==> src/rtl/lkeb_pkg.sv <==
package lkeb_pkg;
   // Operational register offsets (byte addresses, memory side)
   localparam logic [11:0] OFS_CONTROL = 12'h100;
   localparam logic [11:0] OFS_INPUT = 12'h104;
   localparam logic [11:0] OFS_OUTPUT = 12'h108;
   localparam logic [11:0] OFS_STATUS = 12'h10c;
   // Emulated I/O ports
   localparam logic [15:0] PORT_DATA = 16'h0060;
   localparam logic [15:0] PORT_CMD = 16'h0064;
   localparam logic [7:0] A20_CMD = 8'hd1;
   // Status field positions
   localparam int ST_OBF = 0;
   localparam int ST_IBF = 1;
   localparam int ST_FLAG = 2;
   localparam int ST_CMD = 3;
   localparam int ST_INH = 4;
   localparam int ST_AUX = 5;
   localparam int ST_TMO = 6;
   localparam int ST_PAR = 7;
   // Control field positions
   localparam int CT_EMU = 0;
   localparam int CT_EINT = 1;
   localparam int CT_CHAR = 2;
   localparam int CT_LEGACY_IRQ_ENABLE = 3;
   localparam int CT_A20 = 5;
   // Reset values
   localparam logic [7:0] OUT_RST = 8'h00;
   localparam logic [7:0] STAT_RST = 8'h00;

   typedef struct packed {
      logic rd;
      logic wr;
      logic [11:0] addr;
      logic [31:0] wdata;
   } lkeb_mem_req_s;

   typedef struct packed {
      logic rd;
      logic wr;
      logic [15:0] port;
      logic [7:0] wdata;
   } lkeb_io_req_s;
endpackage

==> src/rtl/lkeb_emu_buffers.sv <==
`timescale 1ns/100ps
module lkeb_emu_buffers (
   // Clock and reset
   input wire logic mclk,
   input wire logic rst_b,
   // Memory-side register access
   input wire lkeb_pkg::lkeb_mem_req_s memReq,
   output logic [31:0] memRdata,
   // Emulated I/O cycles
   input wire lkeb_pkg::lkeb_io_req_s ioReq,
   output logic [7:0] ioRdata,
   output logic ioHit,
   // Control bits held elsewhere
   input wire logic emulationOn,
   input wire logic charWaitIrqEn,
   input wire logic legacyIrqEnable,
   // Pin from keyboard inhibit switch (high when not inhibited)
   input wire logic kbdEnablePin,
   // Outputs
   output logic keyboardIrqLine,
   output logic mouseIrqLine,
   output logic emuIrqCond,
   output logic a20GateSeqActive,
   output logic [7:0] inByte
);
   logic [7:0] outByte_r;
   logic [7:0] outByte_nxt;
   logic [7:0] stat_r;
   logic [7:0] stat_nxt;
   logic [7:0] inByte_r;
   logic [7:0] inByte_nxt;
   logic a20_r;
   logic a20_nxt;
   logic kbdIrq_r;
   logic kbdIrq_nxt;
   logic mouseIrq_r;
   logic mouseIrq_nxt;
   logic emuIrq_r;
   logic emuIrq_nxt;
   logic [31:0] memRdata_r;
   logic [31:0] memRdata_nxt;
   logic [7:0] ioRdata_r;
   logic [7:0] ioRdata_nxt;
   logic ioHit_r;
   logic ioHit_nxt;
   logic kbdEnable;

   // Decode of a memory address, used for both read and write paths
   function automatic logic memSel(input logic [11:0] a, input logic [11:0] ofs);
      memSel = (a == ofs);
   endfunction

   // Decode of an emulated port; gated by the enable so ports stay dead otherwise
   function automatic logic portSel(input logic [15:0] p, input logic [15:0] want,
                                    input logic en);
      portSel = en && (p == want);
   endfunction

   lkeb_pin_sync uInhSync (
      .mclk(mclk),
      .rst_b(rst_b),
      .pinIn(kbdEnablePin),
      .pinOut(kbdEnable)
   );

   logic rd60;
   logic rd64;
   logic wr60;
   logic wr64;
   logic a20Write;
   assign rd60 = ioReq.rd && portSel(ioReq.port, lkeb_pkg::PORT_DATA, emulationOn);
   assign rd64 = ioReq.rd && portSel(ioReq.port, lkeb_pkg::PORT_CMD, emulationOn);
   assign wr60 = ioReq.wr && portSel(ioReq.port, lkeb_pkg::PORT_DATA, emulationOn);
   assign wr64 = ioReq.wr && portSel(ioReq.port, lkeb_pkg::PORT_CMD, emulationOn);
   // Data byte following a D1h command is the A20 value; it is not a real input
   assign a20Write = (wr64 && ioReq.wdata == lkeb_pkg::A20_CMD) || (wr60 && a20_r);

   // Register state
   always_comb begin
      outByte_nxt = outByte_r;
      stat_nxt = stat_r;
      inByte_nxt = inByte_r;
      a20_nxt = a20_r;
      // Memory side: plain store, no flag effects
      if (memReq.wr && memSel(memReq.addr, lkeb_pkg::OFS_OUTPUT)) begin
         outByte_nxt = memReq.wdata[7:0];
      end
      if (memReq.wr && memSel(memReq.addr, lkeb_pkg::OFS_STATUS)) begin
         stat_nxt = memReq.wdata[7:0];
      end
      if (memReq.wr && memSel(memReq.addr, lkeb_pkg::OFS_INPUT)) begin
         inByte_nxt = memReq.wdata[7:0];
      end
      // I/O side effects apply after the memory write, so a same-cycle port event wins
      if (rd60) begin
         stat_nxt[lkeb_pkg::ST_OBF] = 1'b0;
      end
      if (wr60 || wr64) begin
         inByte_nxt = ioReq.wdata;
         if (!a20Write) begin
            stat_nxt[lkeb_pkg::ST_IBF] = 1'b1;
         end
         stat_nxt[lkeb_pkg::ST_CMD] = wr64;
      end
      if (wr64) begin
         a20_nxt = (ioReq.wdata == lkeb_pkg::A20_CMD);
      end
      // Inhibit bit is hardware-owned; software writes to it do not stick
      stat_nxt[lkeb_pkg::ST_INH] = kbdEnable;
   end

   always_ff @(posedge mclk or negedge rst_b) begin
      if (!rst_b) begin
         outByte_r <= lkeb_pkg::OUT_RST;
         stat_r <= lkeb_pkg::STAT_RST;
         inByte_r <= 8'h00;
         a20_r <= 1'b0;
      end else begin
         outByte_r <= outByte_nxt;
         stat_r <= stat_nxt;
         inByte_r <= inByte_nxt;
         a20_r <= a20_nxt;
      end
   end

   // Interrupts and read data, all registered so outputs come from flops
   always_comb begin
      kbdIrq_nxt = legacyIrqEnable && !stat_nxt[lkeb_pkg::ST_AUX]
         && stat_nxt[lkeb_pkg::ST_OBF];
      mouseIrq_nxt = legacyIrqEnable && stat_nxt[lkeb_pkg::ST_AUX]
         && stat_nxt[lkeb_pkg::ST_OBF];
      emuIrq_nxt = (charWaitIrqEn && !stat_nxt[lkeb_pkg::ST_OBF])
         || (emulationOn && stat_nxt[lkeb_pkg::ST_IBF]);
      memRdata_nxt = 32'h0000_0000;
      if (memReq.rd) begin
         if (memSel(memReq.addr, lkeb_pkg::OFS_OUTPUT)) begin
            memRdata_nxt = {24'h00_0000, outByte_r};
         end else if (memSel(memReq.addr, lkeb_pkg::OFS_STATUS)) begin
            memRdata_nxt = {24'h00_0000, stat_r};
         end else if (memSel(memReq.addr, lkeb_pkg::OFS_INPUT)) begin
            memRdata_nxt = {24'h00_0000, inByte_r};
         end
      end
      ioRdata_nxt = 8'h00;
      ioHit_nxt = rd60 || rd64;
      if (rd60) begin
         ioRdata_nxt = outByte_r;
      end else if (rd64) begin
         ioRdata_nxt = stat_r;
      end
   end

   always_ff @(posedge mclk or negedge rst_b) begin
      if (!rst_b) begin
         kbdIrq_r <= 1'b0;
         mouseIrq_r <= 1'b0;
         emuIrq_r <= 1'b0;
         memRdata_r <= 32'h0000_0000;
         ioRdata_r <= 8'h00;
         ioHit_r <= 1'b0;
      end else begin
         kbdIrq_r <= kbdIrq_nxt;
         mouseIrq_r <= mouseIrq_nxt;
         emuIrq_r <= emuIrq_nxt;
         memRdata_r <= memRdata_nxt;
         ioRdata_r <= ioRdata_nxt;
         ioHit_r <= ioHit_nxt;
      end
   end

   assign keyboardIrqLine = kbdIrq_r;
   assign mouseIrqLine = mouseIrq_r;
   assign emuIrqCond = emuIrq_r;
   assign a20GateSeqActive = a20_r;
   assign inByte = inByte_r;
   assign memRdata = memRdata_r;
   assign ioRdata = ioRdata_r;
   assign ioHit = ioHit_r;
endmodule // lkeb_emu_buffers

==> src/rtl/lkeb_pin_sync.sv <==
`timescale 1ns/100ps
// Three-stage synchroniser; output changes once stages two and three agree
module lkeb_pin_sync (
   // Clock and reset
   input wire logic mclk,
   input wire logic rst_b,
   // Pin and result
   input wire logic pinIn,
   output logic pinOut
);
   logic [2:0] sh_r;
   logic [2:0] sh_nxt;
   logic val_r;
   logic val_nxt;

   always_comb begin
      sh_nxt = {sh_r[1:0], pinIn};
      val_nxt = (sh_r[2] == sh_r[1]) ? sh_r[2] : val_r;
   end

   always_ff @(posedge mclk or negedge rst_b) begin
      if (!rst_b) begin
         sh_r <= 3'h0;
         val_r <= 1'b0;
      end else begin
         sh_r <= sh_nxt;
         val_r <= val_nxt;
      end
   end

   assign pinOut = val_r;
endmodule // lkeb_pin_sync

==> config.mk <==
export PLATFORM = sky130hd
export DESIGN_NAME = lkeb_emu_buffers
export DESIGN_NICKNAME = d
export VERILOG_FILES = /design/src/rtl/lkeb_pkg.sv /design/src/rtl/lkeb_emu_buffers.sv /design/src/rtl/lkeb_pin_sync.sv
export SDC_FILE = /design/constraint.sdc
export NUM_CORES = 1
export LEC_CHECK = 0
export ABC_CLOCK_PERIOD_IN_PS = 1520
export BUFFER_PORTS_ARGS = -buffer_cell sky130_fd_sc_hd__clkbuf_2
export CORE_MARGIN = 2
export CORE_UTILIZATION = 47
export DETAILED_ROUTE_END_ITERATION = 8
export PLACE_DENSITY = 0.87
export SLEW_MARGIN = 20
export SYNTH_ARGS = -nofsm -noshare
export SYNTH_HDL_FRONTEND = slang
export SYNTH_SLANG_ARGS = --single-unit
==> constraint.sdc <==
create_clock -name mclk -period 1.52 [get_ports mclk]
set_input_delay 0.152 -clock mclk [delete_from_list [all_inputs] [get_ports mclk]]
set_output_delay 0.152 -clock mclk [all_outputs]
set_load 0.005 [all_outputs]
==> results.cfg, run 1 <==
[status]
outcome = finished with violations
violations = negative setup slack

[setup_path]
worst_r2r_endpoint = mouseIrqLine$_DFF_PN0_
end_kind = flop
cp_top_family = simple AND/OR/NAND/NOR gates
path_class = input port to flop
worstPathCellList = clkbuf_2 > or4b_4 > or4_4 > mux2i_2 > a31oi_2 > and3_1
rr_startpoint = stat_r[5]$_DFF_PN0_
critPathRequiredTime_ns = 1.77
start_kind = input port
path_buf_inv = 1
r2r_slack_ns = 0.52
critPathMaxFanout = 4
slowest_delay_ns = 0.61
arrival_ns = 1.96
r2r_cells = 2
crit_slowest_cell = or4_4

[synth]
syn_area_per_cell_sq_um = 11.2
synthesis.area_sq_um = 2290
syn_inst = 205
synth-seq-cells = 49
synthArstFlopShare_pct = 100
seq_area_frac_synth_pct = 53.5
yosysWarningCount = 0
synth_flop_cell = dfrtp_1
ys_types = 33
synth_edf_count = 0

[clocking]
clk_path_buf_depth = 2
cts.sinks = 49
insertion_delay_ns = 0.31
cts-root-buf = clkbuf_8
cts.clk_slew.worst_paths_ns = 0.08
cts_max_level = 2
numCtsBuffers = 5
cts_tree = built

[layout]
diodes = 0
multi_input_area_sq_um = 1060
regArea_sq_um = 1230
fillers = 323
nNetsFinal = 387
syn2layout_area_growth_pct = 36.8
layout-drive-gt1-share_pct = 47.1
layout.cells.non_filler = 377

[die]
dieArea_sq_um = 5450
fp-row-count = 25
design.core.area_sq_um = 4720
io_pins = 131
die-height_um = 73.9
start_util_pct = 48.6
die_w_um = 73.9

[pwr]
pwr-share-comb_pct = 8.6
vdd_drop_max_v = 0.000349
power.switching_mw = 0.558
sequentialPowerShare_pct = 52.9
powerDensity_nw_per_um2 = 798
p_sw_share_pct = 22.3
report.power.total_mw = 2.50
power_leakage_nw = 1.79
clock_power_share_pct = 38.5
cellInternalPower_mw = 1.95

[min_path]
holdPathStages = 3
hp-class = input port to flop
hp-start = charWaitIrqEn
holdPathEnd = emuIrqCond$_DFF_PN0_

[timing]
fin_crit_sh_pct = 112
relSlewSlack_pct = 59.0
setup_viol = 33
setup_ws_ns = -0.187
fmaxAchievable_mhz = 586
hold_ws_ns = 0.0515
rsz0062_at_grt = true
fin_setup_tns_ns = -2.37
tightestPinTransition_ns = 0.615
hold_viol_final = 0
final_max_slew_viol_count = 0
finalClockSkew_ns = 0.00370
finalWorstPathRequiredPeriod_ns = 1.71

[global_route]
grt.total_usage_pct = 22.5
grt_pass1_vias = 1858
grt_max_degree = 27
grt_antenna_before_repair = 0
grt_overflow = 0
grt_pass1_wl_um = 9010

[route]
viasPerCell = 5.19
drcViolationCount = 0
drt-initial-drc-count = 101
antenna_left = 0
routedWlPerCell_um = 16.5
vias = 1956
routed_wl_um = 6210
first_pass_iters = 4

[place]
dp_hpwl_um = 4090
place.port_buffers = 82
place_inst = 362
post-place-ws_ns = -0.548
routabilityCongestion = 0.786

[job]
drv_cap = 0
## how the worst max path moves through the flow
stage,startpoint,end,slack (ns),cells past startpoint
after floorplan,memReq[41],keyboardIrqLine$_DFF_PN0_,-0.43,6
after global placement,memReq[41],keyboardIrqLine$_DFF_PN0_,-0.48,6
after detailed placement,memReq[41],keyboardIrqLine$_DFF_PN0_,-0.55,6
after CTS,memReq[41],mouseIrqLine$_DFF_PN0_,-0.12,6
after global routing,memReq[39],mouseIrqLine$_DFF_PN0_,-0.23,6
final,memReq[39],mouseIrqLine$_DFF_PN0_,-0.19,6
## stage by stage
step	area (sq um)	util, %
2_1_floorplan	2380	-
3_3_place_gp	2800	59.3
3_5_place_dp	2800	59.3
4_1_cts	3020	63.9
5_1_grt	3140	66.4
6_report	3140	66.4
## repair_timing
item | 4_1_cts | 5_1_grt
pin swaps | 10 | 22
hold buffers | 2 | 0
setup endpoints to repair | 25 | 33
endpoints found under the hold margin | 24 | 0
gates resized for setup | 12 | 28
buffers inserted | 3 | 3
## final cells by class
cell class,count,area share (%)
clock buffers,6,2.63
clock inverters,2,1.20
inverters,7,0.838
multi-input cells,144,33.8
flip-flops and latches,49,39.1
well taps,67,2.67
repair buffers,102,19.7
## power by group through the flow
stage               clock network, mW  logic [mW]  registers [mW]
global placement                    0       0.191            1.35
global route                     1.01       0.238            1.33
CTS                             0.972       0.205            1.32
floorplan                           0       0.103            1.35
detailed placement                  0       0.196            1.35
finish                          0.963       0.216            1.32
## sequential cells by signal (all words and copies together), names as in the netlist
signal            flops
mouseIrqLine          1
memRdata              8
ioRdata               8
inByte                8
outByte_r             8
uInhSync.pinOut       1
keyboardIrqLine       1
stat_r                8
uInhSync.sh_r         3
a20GateSeqActive      1
emuIrqCond            1
ioHit                 1
## cells in the final DEF, fill, tap and decap left out, drive strengths merged, types with 2 or more instances in the layout
cell type	instances
and3	2
mux2i	19
nand2	12
buf	18
mux2	12
or4	2
nor2	20
nor4bb	2
inv	6
dfrtp	49
dlygate4sd3	2
clkbuf	88
o21ai	18
nor4	4
a21oi	18
conb	24
## per-layer routing
metal / wire [um] / vias to the layer above / share of wire [%] / GRT usage, %
met2: 3080 / 121 / 50 / 38.6
met4: 227 / 0 / 3.7 / 8.69
met1: 2360 / 934 / 38 / 27.0
met3: 532 / 27 / 8.6 / 5.90
li1: - / 874 / - / -
met5: 0 / - / 0 / 0
## cell usage after synthesis (2+ instances only)
| cell type | count | area share, % |
|---|---|---|
| a21oi_1 | 18 | 3.9 |
| buf_4 | 24 | 7.9 |
| nor4bb_1 | 2 | 0.87 |
| mux2i_1 | 19 | 8.3 |
| nor4_4 | 2 | 1.9 |
| o21ai_0 | 18 | 3.9 |
| nor4_1 | 2 | 0.55 |
| inv_1 | 6 | 0.98 |
| and3_1 | 2 | 0.55 |
| clkbuf_1 | 2 | 0.33 |
| dfrtp_1 | 49 | 53 |
| mux2_2 | 11 | 5.4 |
| or4_4 | 2 | 0.98 |
| nand2_2 | 2 | 0.55 |
| nor2_1 | 19 | 3.1 |
| nand2_1 | 10 | 1.6 |
## tightest hold or removal path, delay by kind of cell
family,cells,cell delay [ns]
buffers and inverters,2,0.12
AO/OA/AOI/OAI,1,0.05
## cells by family after synthesis
| logic type | count (synthesis) | synth area share [%] |
|---|---|---|
| buffers and inverters | 35 | 9.98 |
| AOI/OAI and AO/OA | 39 | 8.84 |
| DFF | 49 | 53.5 |
| adders and majority gates | 1 | 0.436 |
| other | 1 | 0.164 |
| muxes | 31 | 14.3 |
| and+or+nand+nor | 49 | 12.8 |
Note: power is estimated with default switching activity, not from simulation.
==> run 2, diff against run 1 <==
PLACE_DENSITY = 0.85   (was 0.87)
==> run 2 against run 1 <==
Net effect:
- clock power down 25%
- first-iteration DRC count up 66%
- design area down 1.2%
- die area unchanged
- setup slack better by 0.014 ns
- the run still ends with negative setup slack left
- largest power group unchanged
- clock-buffer cell count up 1
- clock skew up 0.00064 ns
- register-to-register slack better by 0.02 ns
==> results.cfg, run 2 (synthesis results as in run 1) <==
[layout]
layout.cells.non_filler = 379
final_cell_area_sq_um = 3100
most-common-layout-cells = clkbuf_2, dfrtp_1, conb_1
nNetsFinal = 389
layout-drive-gt1-share_pct = 47.1
fillers = 330
final_common_cell = clkbuf_2
diodes = 0
syn2layout_area_growth_pct = 35.1
post-route-util_pct = 65.6

[min_path]
hp-class = input port to flop

[place]
routabilityCongestion = 0.860
post-place-ws_ns = -0.570
place.port_buffers = 82
dpl_cell_area_sq_um = 2790
dp_hpwl_um = 4110
place_inst = 362

[setup_path]
path_class = input port to flop
cp_top_family = simple AND/OR/NAND/NOR gates
critPathMaxFanout = 5
critPathRequiredTime_ns = 1.70
slowest_delay_ns = 0.53
end_kind = flop
start_kind = input port
r2r_slack_ns = 0.54
worstPathCellList = buf_6 > or4_4 > buf_6 > nor4_4 > nand2_2 > nor2_4 > buf_6 > mux2_4
path_buf_inv = 3
crit_top_cell = buf_6
arrival_ns = 1.87
crit_slowest_cell = or4_4

[die]
dieArea_sq_um = 5450
die_w_um = 73.9
fp-row-count = 25
die-height_um = 73.9
io_pins = 131
design.core.area_sq_um = 4720
start_util_pct = 48.6

[clocking]
cts.sinks = 49
cts_max_level = 2
cts.clk_slew.worst_paths_ns = 0.08
clk_path_buf_depth = 2
cts-root-buf = clkbuf_8
numCtsBuffers = 5
insertion_delay_ns = 0.29
cts_tree = built

[timing]
final_max_slew_viol_count = 0
hold_ws_ns = 0.0743
fmaxAchievable_mhz = 591
setup_viol = 30
finalWorstPathRequiredPeriod_ns = 1.69
fin_setup_tns_ns = -2.35
setup_ws_ns = -0.172
fin_crit_sh_pct = 111
finalClockSkew_ns = 0.00434
hold_viol_final = 0
rsz0062_at_grt = true

[route]
dr_wl_met2_um = 2980
first_pass_iters = 4
vias = 1930
routed_wl_um = 5850
drcViolationCount = 0
wl_met3_um = 461
top_layer = met4
routedWlPerCell_um = 15.4
antenna_left = 0
wirelength_met1_um = 2310
viasPerCell = 5.09
drt-initial-drc-count = 168

[global_route]
grt_pass1_wl_um = 8530
grt_max_degree = 50
grt.total_usage_pct = 20.9
grt_pass1_vias = 1848
grt_antenna_before_repair = 0
grt_overflow = 0

[pwr]
power_leakage_nw = 1.74
report.power.total_mw = 2.27
powerDensity_nw_per_um2 = 732
vdd_drop_max_v = 0.000311

[status]
outcome = finished with violations
violations = negative setup slack

[job]
drv_cap = 0
## run 2: power by group
part	internal, mW	total (mW)	switching, mW
clock	0.326	0.727	0.401
combinational	0.0992	0.217	0.118
sequential	1.32	1.32	0.00782
## run 2: final timing paths
kind,from,to,depth (start not counted)
min in group asynchronous,rst_b,stat_r[2]$_DFFE_PN0P_,3
worst min register to register,uInhSync.sh_r[0]$_DFF_PN0_,uInhSync.sh_r[1]$_DFF_PN0_,0
worst max-delay path,memReq[43],outByte_r[5]$_DFFE_PN0P_,8
worst max register to register,stat_r[5]$_DFF_PN0_,mouseIrqLine$_DFF_PN0_,2
worst min-delay path,charWaitIrqEn,emuIrqCond$_DFF_PN0_,3
max in group asynchronous,rst_b,ioRdata[0]$_DFF_PN0_,3
## run 2: final cells by class
class	instances	area [sq um]	area share (%)
tap	67	83.8	2.71
inverter	7	26.3	0.848
sequential	49	1230	39.6
timing repair buffer	104	638	20.6
clock buffer	7	76.3	2.46
clock inverter	1	7.51	0.242
multi-input combinational	144	1040	33.6
## run 2: routing by layer
metal | vias to the layer above | track usage, %
met3 | 11 | 4.66
met4 | 0 | 8.08
met5 | - | 0
met2 | 112 | 34.7
met1 | 935 | 26.3
li1 | 872 | -
## run 2: what timing repair did
action,in CTS,in global routing
gates cloned,0,0
endpoints found under the hold margin,50,0
hold buffers,2,0
setup endpoints to repair,19,33
pin swaps,8,14
setup buffers,6,2
resized for setup,11,37
## run 2: worst reg2reg max path: stages (launching register included)
cell,delay [ns]
dfrtp_1,0.42
mux2_4,0.28
and3_1,0.18
==> run 3, diff against run 2 <==
CORE_UTILIZATION = 49   (was 47)
CTS_BUF_LIST = sky130_fd_sc_hd__clkbuf_8   (was default)
PLACE_DENSITY = 0.88   (was 0.85)
==> run 3 against run 2 <==
Net effect:
- the flow still finishes with violations (negative setup slack)
- routed wire length rose by 3.7%
- largest cell class unchanged
- sequential share of layout area rose by 0.83 points
- final cell count fell by 4.0%
- clock skew fell by 0.00072 ns
- setup slack improved by 0.044 ns
- sequential power barely moved
==> results.cfg, run 3 (synthesis results as in run 1) <==
[die]
die-height_um = 72.4
design.core.area_sq_um = 4440
fp-row-count = 24
io_pins = 131
dieArea_sq_um = 5240
die_w_um = 72.4
start_util_pct = 51.6

[place]
dp_hpwl_um = 4210
place_inst = 348
post-place-ws_ns = -0.562
routabilityCongestion = 0.833
place.port_buffers = 82

[layout]
post-route-util_pct = 68.3
multi_input_area_sq_um = 1000
nNetsFinal = 389
layout.cells.non_filler = 364
most-common-layout-cells = clkbuf_2, dfrtp_1, conb_1
layout-drive-gt1-share_pct = 43.9
final_common_cell = clkbuf_2
fillers = 333
diodes = 0
syn2layout_area_growth_pct = 32.3
regArea_sq_um = 1230

[setup_path]
critPathRequiredTime_ns = 1.77
arrival_ns = 1.90
start_kind = input port
end_kind = flop
path_class = input port to flop
critPathMaxFanout = 4

[pwr]
power_leakage_nw = 1.71
powerDensity_nw_per_um2 = 761
vdd_drop_max_v = 0.000399

[status]
outcome = finished with violations
violations = negative setup slack

[timing]
hold_ws_ns = 0.0399
setup_ws_ns = -0.129
fin_setup_tns_ns = -2.12
fmaxAchievable_mhz = 606
final_max_slew_viol_count = 0
setup_viol = 32
rsz0062_at_grt = true
finalClockSkew_ns = 0.00362
hold_viol_final = 0
finalWorstPathRequiredPeriod_ns = 1.65
fin_crit_sh_pct = 108

[route]
drcViolationCount = 0
antenna_left = 0
drt-initial-drc-count = 208
viasPerCell = 5.33
routed_wl_um = 6070
routedWlPerCell_um = 16.7
first_pass_iters = 4
vias = 1939

[clocking]
insertion_delay_ns = 0.31
clk_path_buf_depth = 2
cts.clk_slew.worst_paths_ns = 0.09
cts_max_level = 2
cts.sinks = 49
cts-root-buf = clkbuf_8
cts_tree = built
numCtsBuffers = 5

[job]
drv_cap = 0

[global_route]
grt_pass1_vias = 1972
grt.total_usage_pct = 24.1
grt_overflow = 0
grt_pass1_wl_um = 9430
grt_antenna_before_repair = 0
grt_max_degree = 50

[min_path]
hp-class = input port to flop
-- run 3: changes by cell type in the layout (fill, tap and decap cells not counted), sizes merged --
cell / previous run / this run
clkbuf: 88 / 87
buf: 21 / 20
inv: 6 / 7
clkinvlp: 1 / 2
-- run 3: cell type report --
cell class                 count  area share, %
inverter                       7          0.866
tap                           52           2.14
multi-input combinational    144           33.0
clock inverter                 3          0.619
sequential                    49           40.4
clock buffer                   5           2.27
timing repair buffer         104           20.7
-- run 3: critical path: stages --
cell	delay (ns)
clkbuf_2	0.08
or4b_4	0.57
or4_4	0.55
mux2i_1	0.16
a31oi_2	0.20
and3_1	0.19
-- run 3: worst paths after layout --
| path | from | slack (ns) | cells past startpoint | endpoint |
|---|---|---|---|---|
| max | memReq[41] | -0.13 | 6 | keyboardIrqLine$_DFF_PN0_ |
| min | charWaitIrqEn | 0.04 | 3 | emuIrqCond$_DFF_PN0_ |
| max reg2reg | stat_r[0]$_DFF_PN0_ | 0.56 | 3 | mouseIrqLine$_DFF_PN0_ |
| min reg2reg | uInhSync.sh_r[0]$_DFF_PN0_ | 0.35 | 0 | uInhSync.sh_r[1]$_DFF_PN0_ |
| max in group asynchronous | rst_b | 0.93 | 3 | stat_r[5]$_DFF_PN0_ |
| min in group asynchronous | rst_b | 0.37 | 3 | memRdata[2]$_DFF_PN0_ |
-- run 3: power breakdown --
group / total [mW] / internal, mW / leakage [nW] / switching (mW)
logic: 0.212 / 0.0943 / 1.00 / 0.118
registers: 1.32 / 1.32 / 0.671 / 0.00765
clock network: 0.772 / 0.318 / 0.0416 / 0.454
total: 2.31 / 1.73 / 1.71 / 0.580
-- run 3: stage by stage --
stage	cell area [sq um]	power, mW
5_1_grt	3030	2.39
6_report	3030	2.31
2_1_floorplan	2380	1.45
3_3_place_gp	2790	1.54
4_1_cts	2990	2.31
3_5_place_dp	2790	1.55
-- run 3: metal layers --
layer	GRT usage, %	vias up	wire (um)
li1	-	874	-
met1	29.3	936	2330
met2	39.0	113	3020
met3	6.11	16	559
met4	13.8	0	155
met5	0	-	0
-- run 3: what timing repair did --
item / in CTS / in global routing
pin swaps: 13 / 9
endpoints found under the setup margin: 24 / 27
cloned: 0 / 0
gates resized for setup: 14 / 10
hold buffers: 2 / 0
buffers inserted: 5 / 1
endpoints found under the hold margin: 50 / 0
